===== src/common/mps_pkg.sv =====
// mps_pkg: constants, page table and carrier types for the mode sense page reporter
// assumes: single clock domain, byte-wide parameter data stream toward the initiator
package mps_pkg;

	// ------------------------------------------------------------
	// data layout
	// ------------------------------------------------------------
	localparam int          N_PAGES         = 6;
	localparam int          BODY_BYTES      = 80;
	localparam int          HDR_BYTES       = 4;
	localparam int          BD_BYTES        = 8;
	localparam int          PG_HDR_BYTES    = 2;
	localparam logic [7:0]  BD_LEN          = 8'h08;
	localparam logic [7:0]  DENSITY_DEFAULT = 8'h00;
	localparam logic [7:0]  MEDIUM_TYPE     = 8'h00;
	localparam logic [7:0]  RSVD_BYTE       = 8'h00;
	localparam int          WP_BIT          = 7;
	localparam int          PCF_MSB         = 7;
	localparam int          PCF_LSB         = 6;

	// ------------------------------------------------------------
	// page control and page codes
	// ------------------------------------------------------------
	localparam logic [1:0]  PCF_CUR         = 2'h0;
	localparam logic [1:0]  PCF_CHG         = 2'h1;
	localparam logic [1:0]  PCF_DEF         = 2'h2;
	localparam logic [1:0]  PCF_SAV         = 2'h3;
	localparam logic [5:0]  PAGE_OPER       = 6'h00;
	localparam logic [5:0]  PAGE_ERR        = 6'h01;
	localparam logic [5:0]  PAGE_XFER       = 6'h02;
	localparam logic [5:0]  PAGE_FMT        = 6'h03;
	localparam logic [5:0]  PAGE_GEOM       = 6'h04;
	localparam logic [5:0]  PAGE_IDENT      = 6'h20;
	localparam logic [5:0]  PAGE_ALL        = 6'h3f;

	// implemented pages in ascending code order
	function automatic logic [5:0] pg_code(input int i);
		case (i)
			0:       pg_code = PAGE_OPER;
			1:       pg_code = PAGE_ERR;
			2:       pg_code = PAGE_XFER;
			3:       pg_code = PAGE_FMT;
			4:       pg_code = PAGE_GEOM;
			default: pg_code = PAGE_IDENT;
		endcase
	endfunction

	// page length byte; format and geometry have no changeable field
	function automatic logic [7:0] pg_len(input int i, input logic chg);
		case (i)
			0:       pg_len = 8'h02;
			1:       pg_len = 8'h06;
			2:       pg_len = 8'h0a;
			3:       pg_len = chg ? 8'h00 : 8'h16;
			4:       pg_len = chg ? 8'h00 : 8'h10;
			default: pg_len = 8'h18;
		endcase
	endfunction

	// start of each page body in the store
	function automatic logic [6:0] pg_base(input int i);
		case (i)
			0:       pg_base = 7'h00;
			1:       pg_base = 7'h02;
			2:       pg_base = 7'h08;
			3:       pg_base = 7'h12;
			4:       pg_base = 7'h28;
			default: pg_base = 7'h38;
		endcase
	endfunction

	// ------------------------------------------------------------
	// carrier types
	// ------------------------------------------------------------
	typedef struct packed {
		logic [1:0]  page_control_field;
		logic [5:0]  page_code;
		logic [7:0]  alloc_len;
	} mps_cmd_s;

	typedef struct packed {
		logic [23:0] blk_count;
		logic [23:0] blk_len;
		logic        wp;
	} mps_unit_s;

	typedef struct packed {
		logic        we;
		logic [6:0]  addr;
		logic [7:0]  data;
	} mps_wr_s;

	typedef struct packed {
		logic [7:0]  cur;
		logic [7:0]  saved;
		logic [7:0]  dflt;
		logic [7:0]  chg;
	} mps_src_s;

endpackage


===== src/core/mps_page_store.sv =====
// mps_page_store: byte memory holding current page values, registered read data
// assumes: one write port and one read port on the same clock
`timescale 1ns/1ps
module mps_page_store #(
	parameter int DEPTH = 80,
	parameter int AW    = 7
) (
	// clock and reset
	input  wire logic          clk,
	input  wire logic          rst_n,
	// write port
	input  wire logic          we,
	input  wire logic [AW-1:0] waddr,
	input  wire logic [7:0]    wdata,
	// read port
	input  wire logic          re,
	input  wire logic [AW-1:0] raddr,
	output logic      [7:0]    rdata
);

	// ------------------------------------------------------------
	// storage
	// ------------------------------------------------------------
	logic [7:0] mem [DEPTH];
	logic [7:0] rdata_nxt;

	if (DEPTH > (1 << AW)) begin : g_bad_depth
		$error("page store depth exceeds address range");
	end

	always_ff @(posedge clk) begin
		if (we && (int'(waddr) < DEPTH)) mem[waddr] <= wdata;
	end

	always_comb begin
		rdata_nxt = rdata;
		if (re) rdata_nxt = (int'(raddr) < DEPTH) ? mem[raddr] : 8'h00;
	end

	always_ff @(posedge clk or negedge rst_n) begin
		if (!rst_n) rdata <= 8'h00;
		else        rdata <= rdata_nxt;
	end

endmodule


===== src/core/mps_reporter.sv =====
// mps_reporter: builds mode sense parameter data as a byte stream
// assumes: commands and store writes come from logic on clk; page sources answer lut_addr in the same cycle
//
// What this block does
// density code byte is always zero
// block count three bytes, msb first
// reserved byte, then block length msb first
// page code byte, length byte, then body
// recognise pages 0h-4h; reserved codes ignored
// page 20h carries vendor and product strings
// code 3fh returns every implemented page
// page control from cdb byte 2 bits 7:6
// current control with 3fh: all pages current
// current control otherwise: addressed supported page only
// current: last mode select, else saved, else default
// unsupported bits zero; length marks supported extent
// changeable control: changeable bits one, others zero
// page without changeable bits wholly omitted
// stop at allocation length or data end
// header, block descriptor, then page descriptors
// all pages ascending, packed without padding
`timescale 1ns/1ps
module mps_reporter (
	// clock and reset
	input  wire logic              clk,
	input  wire logic              rst_n,
	// command
	input  wire logic              cmd_valid,
	input  wire mps_pkg::mps_cmd_s cmd,
	output logic                   cmd_ready,
	output logic                   done,
	// unit state
	input  wire mps_pkg::mps_unit_s unit,
	input  wire logic              saved_avail,
	// mode select side
	input  wire mps_pkg::mps_wr_s  sel_wr,
	input  wire logic              sel_commit,
	// page value sources
	output logic [6:0]             lut_addr,
	input  wire logic [7:0]        saved_byte,
	input  wire logic [7:0]        dflt_byte,
	input  wire logic [7:0]        chg_byte,
	// parameter data stream
	output logic                   out_valid,
	output logic [7:0]             out_data,
	output logic                   out_last,
	input  wire logic              out_ready
);

	// ------------------------------------------------------------
	// state
	// ------------------------------------------------------------
	typedef enum logic [2:0] {ST_IDLE, ST_HDR, ST_BD, ST_PCODE, ST_PLEN, ST_PRD, ST_PBODY} mps_state_e;

	mps_state_e        st_r, st_nxt;
	mps_pkg::mps_cmd_s cmd_r, cmd_nxt;
	logic [6:0]        cnt_r, cnt_nxt;
	logic [2:0]        pg_r, pg_nxt;
	logic [7:0]        sent_r, sent_nxt;
	logic [7:0]        limit_r, limit_nxt;
	logic [7:0]        total_r, total_nxt;
	logic              sel_seen_r, sel_seen_nxt;
	logic              zdone_r, zdone_nxt;
	logic [6:0]        lut_addr_nxt;
	logic              ov_r, ov_nxt;
	logic [7:0]        od_r, od_nxt;
	logic              ol_r, ol_nxt;

	logic              slot_free;
	logic              emit;
	logic [7:0]        emit_byte;
	logic              rd_en;
	logic [6:0]        rd_addr;
	logic [7:0]        store_byte;
	logic              chg_q;
	logic [2:0]        first_pg, next_pg;
	logic [7:0]        acc;
	logic              cur_chg;

	// ------------------------------------------------------------
	// elaboration checks
	// ------------------------------------------------------------
	localparam int MAX_TOTAL = mps_pkg::HDR_BYTES + mps_pkg::BD_BYTES + mps_pkg::BODY_BYTES
		+ mps_pkg::N_PAGES * mps_pkg::PG_HDR_BYTES;

	// page index needs one spare code as the no-more-pages marker
	if (mps_pkg::N_PAGES > 7) begin : g_bad_pages
		$error("page count does not fit the page index");
	end

	if (mps_pkg::BODY_BYTES > 128) begin : g_bad_body
		$error("page store does not fit the body address");
	end

	// byte counters and the sense length byte are eight bits wide
	if (MAX_TOTAL > 255) begin : g_bad_total
		$error("response does not fit the length byte");
	end

	if (mps_pkg::HDR_BYTES != 4 || mps_pkg::BD_BYTES != 8) begin : g_bad_fixed
		$error("header and descriptor decode assume four and eight bytes");
	end

	// ------------------------------------------------------------
	// page selection
	// ------------------------------------------------------------
	function automatic logic incl(input int i, input mps_pkg::mps_cmd_s c);
		logic chg;
		logic hit;
		chg  = (c.page_control_field == mps_pkg::PCF_CHG);
		hit  = (c.page_code == mps_pkg::PAGE_ALL) || (c.page_code == mps_pkg::pg_code(i));
		incl = hit && (mps_pkg::pg_len(i, chg) != 8'h00);
	endfunction

	always_comb begin
		first_pg = 3'(mps_pkg::N_PAGES);
		next_pg  = 3'(mps_pkg::N_PAGES);
		acc      = 8'(mps_pkg::HDR_BYTES + mps_pkg::BD_BYTES);
		cur_chg  = (cmd.page_control_field == mps_pkg::PCF_CHG);
		for (int i = mps_pkg::N_PAGES - 1; i >= 0; i--) begin
			if (incl(i, cmd)) first_pg = 3'(i);
			if (incl(i, cmd_r) && (i > int'(pg_r))) next_pg = 3'(i);
		end
		for (int i = 0; i < mps_pkg::N_PAGES; i++) begin
			if (incl(i, cmd)) acc = 8'(acc + mps_pkg::PG_HDR_BYTES + mps_pkg::pg_len(i, cur_chg));
		end
	end

	// ------------------------------------------------------------
	// byte source
	// ------------------------------------------------------------
	assign chg_q = (cmd_r.page_control_field == mps_pkg::PCF_CHG);

	always_comb begin
		emit_byte = mps_pkg::RSVD_BYTE;
		case (st_r)
			ST_HDR: begin
				case (cnt_r[1:0])
					2'h0:    emit_byte = 8'(total_r - 8'h01);
					2'h1:    emit_byte = mps_pkg::MEDIUM_TYPE;
					2'h2:    emit_byte = 8'(unit.wp) << mps_pkg::WP_BIT;
					default: emit_byte = mps_pkg::BD_LEN;
				endcase
			end
			ST_BD: begin
				case (cnt_r[2:0])
					3'h0:    emit_byte = mps_pkg::DENSITY_DEFAULT;
					3'h1:    emit_byte = unit.blk_count[23:16];
					3'h2:    emit_byte = unit.blk_count[15:8];
					3'h3:    emit_byte = unit.blk_count[7:0];
					3'h4:    emit_byte = mps_pkg::RSVD_BYTE;
					3'h5:    emit_byte = unit.blk_len[23:16];
					3'h6:    emit_byte = unit.blk_len[15:8];
					default: emit_byte = unit.blk_len[7:0];
				endcase
			end
			ST_PCODE: emit_byte = {2'h0, mps_pkg::pg_code(int'(pg_r))};
			ST_PLEN:  emit_byte = mps_pkg::pg_len(int'(pg_r), chg_q);
			ST_PBODY: begin
				case (cmd_r.page_control_field)
					mps_pkg::PCF_CUR: emit_byte = sel_seen_r ? store_byte : (saved_avail ? saved_byte : dflt_byte);
					mps_pkg::PCF_CHG: emit_byte = chg_byte;
					mps_pkg::PCF_DEF: emit_byte = dflt_byte;
					default:          emit_byte = saved_avail ? saved_byte : dflt_byte;
				endcase
			end
			default: emit_byte = mps_pkg::RSVD_BYTE;
		endcase
	end

	// ------------------------------------------------------------
	// sequencer
	// ------------------------------------------------------------
	assign slot_free = !ov_r || out_ready;
	assign emit      = slot_free && (st_r != ST_IDLE) && (st_r != ST_PRD);

	always_comb begin
		st_nxt       = st_r;
		cmd_nxt      = cmd_r;
		cnt_nxt      = cnt_r;
		pg_nxt       = pg_r;
		sent_nxt     = sent_r;
		limit_nxt    = limit_r;
		total_nxt    = total_r;
		zdone_nxt    = 1'b0;
		lut_addr_nxt = lut_addr;
		rd_en        = 1'b0;
		rd_addr      = 7'(mps_pkg::pg_base(int'(pg_r)) + cnt_r);
		ov_nxt       = ov_r && !out_ready;
		od_nxt       = od_r;
		ol_nxt       = ol_r && !(ov_r && out_ready);
		case (st_r)
			ST_IDLE: begin
				if (cmd_valid && cmd_ready) begin
					cmd_nxt   = cmd;
					total_nxt = acc;
					limit_nxt = (cmd.alloc_len < acc) ? cmd.alloc_len : acc;
					pg_nxt    = first_pg;
					cnt_nxt   = 7'h00;
					sent_nxt  = 8'h00;
					if (cmd.alloc_len == 8'h00) zdone_nxt = 1'b1;
					else                        st_nxt    = ST_HDR;
				end
			end
			ST_PRD: begin
				rd_en        = 1'b1;
				lut_addr_nxt = rd_addr;
				st_nxt       = ST_PBODY;
			end
			default: begin
				if (emit) begin
					ov_nxt   = 1'b1;
					od_nxt   = emit_byte;
					ol_nxt   = (8'(sent_r + 8'h01) == limit_r);
					sent_nxt = 8'(sent_r + 8'h01);
					cnt_nxt  = 7'(cnt_r + 7'h01);
					case (st_r)
						ST_HDR: if (cnt_r == 7'(mps_pkg::HDR_BYTES - 1)) begin
							st_nxt  = ST_BD;
							cnt_nxt = 7'h00;
						end
						ST_BD: if (cnt_r == 7'(mps_pkg::BD_BYTES - 1)) begin
							st_nxt  = (int'(pg_r) < mps_pkg::N_PAGES) ? ST_PCODE : ST_IDLE;
							cnt_nxt = 7'h00;
						end
						ST_PCODE: st_nxt = ST_PLEN;
						ST_PLEN: begin
							cnt_nxt = 7'h00;
							st_nxt  = ST_PRD;
						end
						default: begin
							if (8'(cnt_r + 7'h01) < mps_pkg::pg_len(int'(pg_r), chg_q)) begin
								st_nxt = ST_PRD;
							end else begin
								pg_nxt  = next_pg;
								cnt_nxt = 7'h00;
								st_nxt  = (int'(next_pg) < mps_pkg::N_PAGES) ? ST_PCODE : ST_IDLE;
							end
						end
					endcase
					if (8'(sent_r + 8'h01) == limit_r) st_nxt = ST_IDLE;
				end
			end
		endcase
	end

	always_ff @(posedge clk or negedge rst_n) begin
		if (!rst_n) begin
			st_r     <= ST_IDLE;
			cmd_r    <= '0;
			cnt_r    <= 7'h00;
			pg_r     <= 3'h0;
			sent_r   <= 8'h00;
			limit_r  <= 8'h00;
			total_r  <= 8'h00;
			zdone_r  <= 1'b0;
			lut_addr <= 7'h00;
			ov_r     <= 1'b0;
			od_r     <= 8'h00;
			ol_r     <= 1'b0;
		end else begin
			st_r     <= st_nxt;
			cmd_r    <= cmd_nxt;
			cnt_r    <= cnt_nxt;
			pg_r     <= pg_nxt;
			sent_r   <= sent_nxt;
			limit_r  <= limit_nxt;
			total_r  <= total_nxt;
			zdone_r  <= zdone_nxt;
			lut_addr <= lut_addr_nxt;
			ov_r     <= ov_nxt;
			od_r     <= od_nxt;
			ol_r     <= ol_nxt;
		end
	end

	// ------------------------------------------------------------
	// current value tracking
	// ------------------------------------------------------------
	always_comb begin
		sel_seen_nxt = sel_seen_r || sel_commit;
	end

	always_ff @(posedge clk or negedge rst_n) begin
		if (!rst_n) sel_seen_r <= 1'b0;
		else        sel_seen_r <= sel_seen_nxt;
	end

	mps_page_store #(
		.DEPTH (mps_pkg::BODY_BYTES),
		.AW    (7)
	) u_store (
		.clk   (clk),
		.rst_n (rst_n),
		.we    (sel_wr.we),
		.waddr (sel_wr.addr),
		.wdata (sel_wr.data),
		.re    (rd_en),
		.raddr (rd_addr),
		.rdata (store_byte)
	);

	// ------------------------------------------------------------
	// outputs
	// ------------------------------------------------------------
	assign cmd_ready = (st_r == ST_IDLE) && !ov_r && !zdone_r;
	assign done      = zdone_r || (ov_r && out_ready && ol_r);
	assign out_valid = ov_r;
	assign out_data  = od_r;
	assign out_last  = ol_r;

endmodule


===== config.mk =====
export PLATFORM = sky130hd
export DESIGN_NAME = mps_reporter
export DESIGN_NICKNAME = d
export VERILOG_FILES = /design/src/common/mps_pkg.sv /design/src/core/mps_page_store.sv /design/src/core/mps_reporter.sv
export SDC_FILE = /design/constraint.sdc
export NUM_CORES = 1
export LEC_CHECK = 0
export ABC_CLOCK_PERIOD_IN_PS = 4720
export BUFFER_PORTS_ARGS = -buffer_cell sky130_fd_sc_hd__buf_4
export CORE_UTILIZATION = 40
export CTS_CLUSTER_SIZE = 40
export DETAILED_ROUTE_END_ITERATION = 6
export SYNTH_ARGS = -nofsm -noshare
export SYNTH_HDL_FRONTEND = slang
export SYNTH_SLANG_ARGS = --single-unit

===== constraint.sdc =====
create_clock -name clk -period 4.72 [get_ports clk]
set_input_delay 0.472 -clock clk [delete_from_list [all_inputs] [get_ports clk]]
set_output_delay 0.472 -clock clk [all_outputs]
set_load 0.05 [all_outputs]

# ---- Yosys cells after proc, flatten, opt, wreduce, memory -nomap -nowiden
# Memory sizes are Yosys's and may differ from the RTL's.
# Cells that the tools add are included.
dict set report totals {
  ramBits 640
  output_inout_bits 19
  ff_bits 72
  n_memories 1
}
dict set report op_classes {
  add_sub_neg 16
  n_reduce_logical 59
  mux 77
  n_eq_ne 43
  n_lt_le_gt_ge 11
  bitwise_logic 2
}
# name words word_bits rd rd_clocked_by_memory_dff wr line_no
set memory_table {}
lappend memory_table {u_store.mem 80 8 1 0 1 mps_page_store.sv:24} ;# logic [7:0] mem [DEPTH];
# op n
set ops {}
lappend ops {{two-way mux 8 bit} 21}
lappend ops {{case mux 6 bit (5 select lines)} 2}
lappend ops {{two-way mux 3 bit} 19}
lappend ops {{case mux 8 bit (3 select lines)} 2}
lappend ops {{case mux 8 bit (6 select lines)} 1}
lappend ops {{adder 8 x 2 -> 8 bit, second input constant} 5}
lappend ops {{adder 8 bit} 5}
lappend ops {{case mux 8 bit (5 select lines)} 1}
lappend ops {{two-way mux 7 bit} 5}
lappend ops {{nonzero test 8 bit} 4}
lappend ops {{case mux 7 bit (4 select lines)} 1}
lappend ops {{case mux 5 bit (5 select lines)} 1}
lappend ops {{equality test 6 x 2 -> 1 bit, second input constant} 4}
lappend ops {{equality test 6 bit, second input constant} 4}
lappend ops {{equality test 3 bit, second input constant} 7}
lappend ops {{two-way mux 5 bit} 4}
lappend ops {{logical AND 1 bit} 19}
lappend ops {{equality test 3 x 2 -> 1 bit, second input constant} 6}
lappend ops {{< comparator 8 bit} 2}
lappend ops {{case mux 8 bit (2 select lines)} 1}
lappend ops {{logical OR 1 bit} 14}
lappend ops {{< comparator 7 bit, second input constant} 2}
lappend ops {{case mux 7 bit (2 select lines)} 1}
lappend ops {{equality test 6 x 1 -> 1 bit, second input constant} 2}
lappend ops {{other kinds (38)} 75}

# ---- Longest topological paths before layout
dict set report depth {
  word_depth 22
  depth_mapped 27
  depth_no_buf 25
}

# ---- Hierarchy
# Synthesis repeated with hierarchy kept, for this count alone.
dict set report unflattened {
  cells_unflattened 1887
  area_unflattened_um2 30783.3
}
# mod area_each_um2 seq_area_each_um2 cells_each instances
set by_module_without_submodules {}
lappend by_module_without_submodules {mps_page_store 25385.6 19418.6 1212 1}
lappend by_module_without_submodules {mps_reporter 5397.7 1576.5 675 1}

# ---- Least setup slack after synthesis
# Ideal clock, no wire load.
dict set report synth_path {
  path_type {in2reg}
  startpoint {input port cmd[11] in the netlist's numbering}
  endpoint {register limit_r[2]}
  slack_ns -0.715
  path_stages 27
  arrival_time_ns 5.312
  n_path_buf 2
  path_cell_list {or4_1 buf_2 nor2_1 inv_1 nor2_1 nor2_1 ha_1 a21oi_1 ha_1 xor2_1 a32oi_2 inv_1 ha_1 inv_1 mux2_1 a31o_4 xnor2_1 inv_1 ha_1 a21o_1 a211o_1 a211oi_1 a21o_1 clkbuf_1 nor2_1 a211oi_1 nor2_1}
}
dict set report synth_via {
  elab_chain_cells 20
}
# item line_no
set synth_rtl {}
lappend synth_rtl {{start: declaration} mps_reporter.sv:29} ;# input wire mps_pkg::mps_cmd_s cmd,
lappend synth_rtl {{equality test 6 bit / logical NOT 6 bit (equally long branches)} mps_reporter.sv:111} ;# hit = (c.page_code == mps_pkg::PAGE_ALL) || (c.page_code == mps_pkg::pg_code(i));
lappend synth_rtl {{logical OR 1 bit} mps_reporter.sv:111}
lappend synth_rtl {{two-way mux 8 bit} mps_reporter.sv:125} ;# if (incl(i, cmd)) acc = 8'(acc + mps_pkg::PG_HDR_BYTES + mps_pkg::pg_len(i, cur_chg));
lappend synth_rtl {{adder 8 x 2 -> 8 bit} mps_reporter.sv:125}
lappend synth_rtl {{adder 8 bit} mps_reporter.sv:125}
lappend synth_rtl {{two-way mux 8 bit} mps_reporter.sv:125}
lappend synth_rtl {{adder 8 x 2 -> 8 bit} mps_reporter.sv:125}
lappend synth_rtl {{adder 8 bit} mps_reporter.sv:125}
lappend synth_rtl {{[4 not listed]} -}
lappend synth_rtl {{adder 8 x 2 -> 8 bit} mps_reporter.sv:125}
lappend synth_rtl {{adder 8 bit} mps_reporter.sv:125}
lappend synth_rtl {{two-way mux 8 bit} mps_reporter.sv:125}
lappend synth_rtl {{adder 8 x 2 -> 8 bit} mps_reporter.sv:125}
lappend synth_rtl {{adder 8 bit} mps_reporter.sv:125}
lappend synth_rtl {{two-way mux 8 bit *} mps_reporter.sv:125}
lappend synth_rtl {{< comparator 8 bit} mps_reporter.sv:197} ;# limit_nxt = (cmd.alloc_len < acc) ? cmd.alloc_len : acc;
lappend synth_rtl {{two-way mux 8 bit *} mps_reporter.sv:197}
lappend synth_rtl {{end signal: assignment} mps_reporter.sv:267} ;# limit_r <= limit_nxt;
lappend synth_rtl {{end: declaration} mps_reporter.sv:60} ;# logic [7:0] limit_r, limit_nxt;
# Every way passes the cells marked *; elsewhere a longest branch is shown, timed or not.
# A chain may end at the register's enable or synchronous reset.

# ---- Worst setup path in the final report
dict set report layout_path {
  startpoint {input port cmd[12] in the netlist's numbering}
  endpoint {register limit_r[5]}
}
# The elaborated chain is that of the path after synthesis.

==> flow_metrics.env <==
export IMPL_status="finished with violations"
export IMPL_violations="negative hold slack"
export IMPL_max_freq_ghz=0.221
export IMPL_drc=0
export IMPL_layout_min_cycle_time_ns=4.52
export IMPL_end_kind="flip-flop"
export IMPL_synth_edf_count=640
export IMPL_period_share=0.958
export IMPL_power_frac_seq=0.381
export IMPL_gp_congestion=0.859
export IMPL_tightest_slew_ns=1.28
export IMPL_slew_headroom=0.141
export IMPL_p_sw_uw=6250
export IMPL_cts_buffer_depth=3
export IMPL_dr_pass1_iters=5
export IMPL_clock_sinks=711
export IMPL_drive_above_1_share=0.286
export IMPL_power_density_nw_per_um2=561
export IMPL_crit_arrival_ns=5.03
export IMPL_antenna_found_initial=0
export IMPL_crit_slowest_cell="or4_4"
export IMPL_vias_per_cell=5.68
export IMPL_synthesis_area_um2=30200
export IMPL_antenna_cells=0
export IMPL_start_util=0.405
export IMPL_ys_seq_elements=711
export IMPL_synthFlopType="edfxtp_1"
export IMPL_crit_type="in2reg"
export IMPL_cts_buffers=75
export IMPL_maxSlewViolCount=0
export IMPL_final_antenna_net_count=0
export IMPL_grt_overflow_total=0
export IMPL_power_uw=19800
export IMPL_place_ws_ns=-0.519
export IMPL_drtIter0Drc=1653
export IMPL_htree_levels=3
export IMPL_path_common_cell="inv_1"
export IMPL_intPower_uw=13600
export IMPL_seq_area_frac_synth=0.694
export IMPL_p_leak_uw=0.0117
export IMPL_synthDistinctLibCells=67
export IMPL_grt_use_total=0.196
export IMPL_combPwrFrac=0.305
export IMPL_cpLargestDelayFamily="compound AO/OA/AOI/OAI gates"
export IMPL_cap_viol_max_count=0
export IMPL_reg2reg_depth=10
export IMPL_crit_fanout=5
export IMPL_syn_avg_cell_area_um2=17.7
export IMPL_rows=100
export IMPL_hold_viol=4
export IMPL_nets=2025
export IMPL_grt_first_pass_wirelength_um=112000
export IMPL_coreArea_um2=74600
export IMPL_syn_nets=1850
export IMPL_worst_setup_path_start_kind="input pin"
export IMPL_die_y_um=277
export IMPL_clk_pin_slew_ns=0.06
export IMPL_mostFrequentLayoutCell="edfxtp_1"
export IMPL_place_hpwl_um=47500
export IMPL_setup_violations=0
export IMPL_wire_per_inst_um=25.7
export IMPL_r2r_setup_slack_ns=0.69
export IMPL_fillers=6269
export IMPL_crit_reg2reg_launch="pg_r[0]"
export IMPL_clock_root_buffer="clkbuf_16"
export IMPL_cts_hold_buffers=0
export IMPL_pin_count=130
export IMPL_pwr_share_clk=0.314
export IMPL_whs_ns=-0.00468
export IMPL_port_buffers=129
export IMPL_postSynthCellCount=1710
export IMPL_worst_path_buf_inv=5
export IMPL_vias=16559
export IMPL_final_cell_area_um2=35300
export IMPL_tritoncts="done"
export IMPL_swShare=0.315
export IMPL_totalWireLength_um=74900
export IMPL_die_area_um2=76700
export IMPL_crit_path_max_incr_delay_ns=0.56
export IMPL_skew_ns=0.0330
export IMPL_vdd_drop_max_mv=0.363
export IMPL_required_ns=5.22
export IMPL_layout_setup_ws_ns=0.196
export IMPL_reg2reg_to="u_store.rdata[1]"
export IMPL_placed_area_um2=32600
export IMPL_grt_pass1_vias=17149
export IMPL_grt_max_degree=81
export IMPL_die_x_um=277
export IMPL_async_flop_share=0.0999
export IMPL_rsz0062_at_grt="no"
export IMPL_final_cell_mix="edfxtp_1 (640), mux4_2 (200), buf_4 (178)"
export IMPL_clock_latency_ns=0.63
export IMPL_yosys_warnings=0
export IMPL_area_growth_syn_to_layout_pct=16.8
export IMPL_hold_class="in2async"
power groups by stage:
stage	Sequential, µW	Combinational, µW	Clock, µW
after CTS	7540	6130	6320
after global placement	7660	6070	0
after global routing	7600	6470	6550
final	7550	6050	6220
after detailed placement	7670	6110	0
after floorplan	7560	4090	0
layout make-up:
cell class / count / area (µm²) / area share
flip-flops and latches: 711 / 21000 / 0.594
multi-input cells: 888 / 8910 / 0.252
clock buffers: 89 / 2000 / 0.0567
repair buffers: 186 / 1490 / 0.0421
well taps: 969 / 1210 / 0.0343
clock inverters: 51 / 627 / 0.0177
inverters: 23 / 86.3 / 0.00244
worst register-to-register path, stage by stage, from the launching register on:
cell and delay, ns:
dfrtp_1 0.54, inv_1 0.17, nor2_1 0.48, ha_4 0.23
ha_4 0.42, buf_12 0.32, mux4_2 0.39, mux4_2 0.52
mux2i_1 0.33, o22ai_1 0.22, a221o_1 0.30
routing by layer:
layer,global-route usage,part of all wire,wire length (µm),up-vias
met5,0,0,0,-
met4,0.0460,0.017,1270,0
met3,0.0294,0.052,3920,89
met2,0.332,0.50,37600,506
met1,0.268,0.43,32000,8668
li1,-,-,-,7296
worst max path at each step:
stage | depth (start not counted) | start | slack, ns | end
6_report | 25 | cmd[12] | 0.20 | limit_r[5]
5_1_grt | 25 | cmd[12] | 0.02 | limit_r[5]
4_1_cts | 27 | cmd[11] | 0.13 | limit_r[4]
3_5_place_dp | 27 | cmd[11] | -0.52 | limit_r[4]
3_3_place_gp | 27 | cmd[11] | -0.49 | limit_r[4]
2_1_floorplan | 27 | cmd[11] | -0.30 | limit_r[2]
what timing repair did:
action / in CTS / in global routing
endpoints found under the setup margin: 0 / 8
setup buffers: 0 / 3
hold endpoints to repair: 0 / 0
resized for setup: 0 / 5
flip-flops by register name, summed over array words and instances, names as in the netlist:
register and cells:
cmd_r 8, u_store.mem 640, pg_r 3, st_r 3
sent_r 8, zdone_r 1, limit_r 8, total_r 7
out_data 8, lut_addr 7, u_store.rdata 8, out_valid 1
cnt_r 7, sel_seen_r 1, out_last 1
metrics by stage:
| stage | cells | utilization | setup TNS [ns] |
|---|---|---|---|
| floorplan | 1710 | - | -1.50 |
| global placement | 2774 | 0.438 | -3.33 |
| detailed placement | 2774 | 0.438 | -3.47 |
| CTS | 2914 | 0.473 | 0 |
| global route | 2917 | 0.474 | 0 |
| finish | 2917 | 0.474 | 0 |
Yosys cell counts (all sizes together) (25+ instances only):
library cell,number,area [µm²]
edfxtp,640,19200
mux4,200,4500
nor2,128,480
nand2,106,398
dfrtp,71,1780
clkbuf,57,214
o21ai,47,235
a21oi,43,215
buf,31,131
ha,29,363
nand3,26,130
mux2,25,282
mux2i,25,250
logic make-up (layout without fill, tap and decap cells):
logic type	after synthesis	after routing	share of synthesized area
AO/OA/AOI/OAI	220	220	0.0493
XOR/XNOR	25	25	0.00749
adder cells (fa/ha/maj)	29	29	0.0120
buffers and inverters	111	349	0.0143
flip-flops	711	711	0.694
multiplexers	250	250	0.167
AND/OR/NAND/NOR	364	364	0.0560
(Power assumes the default switching activity.)
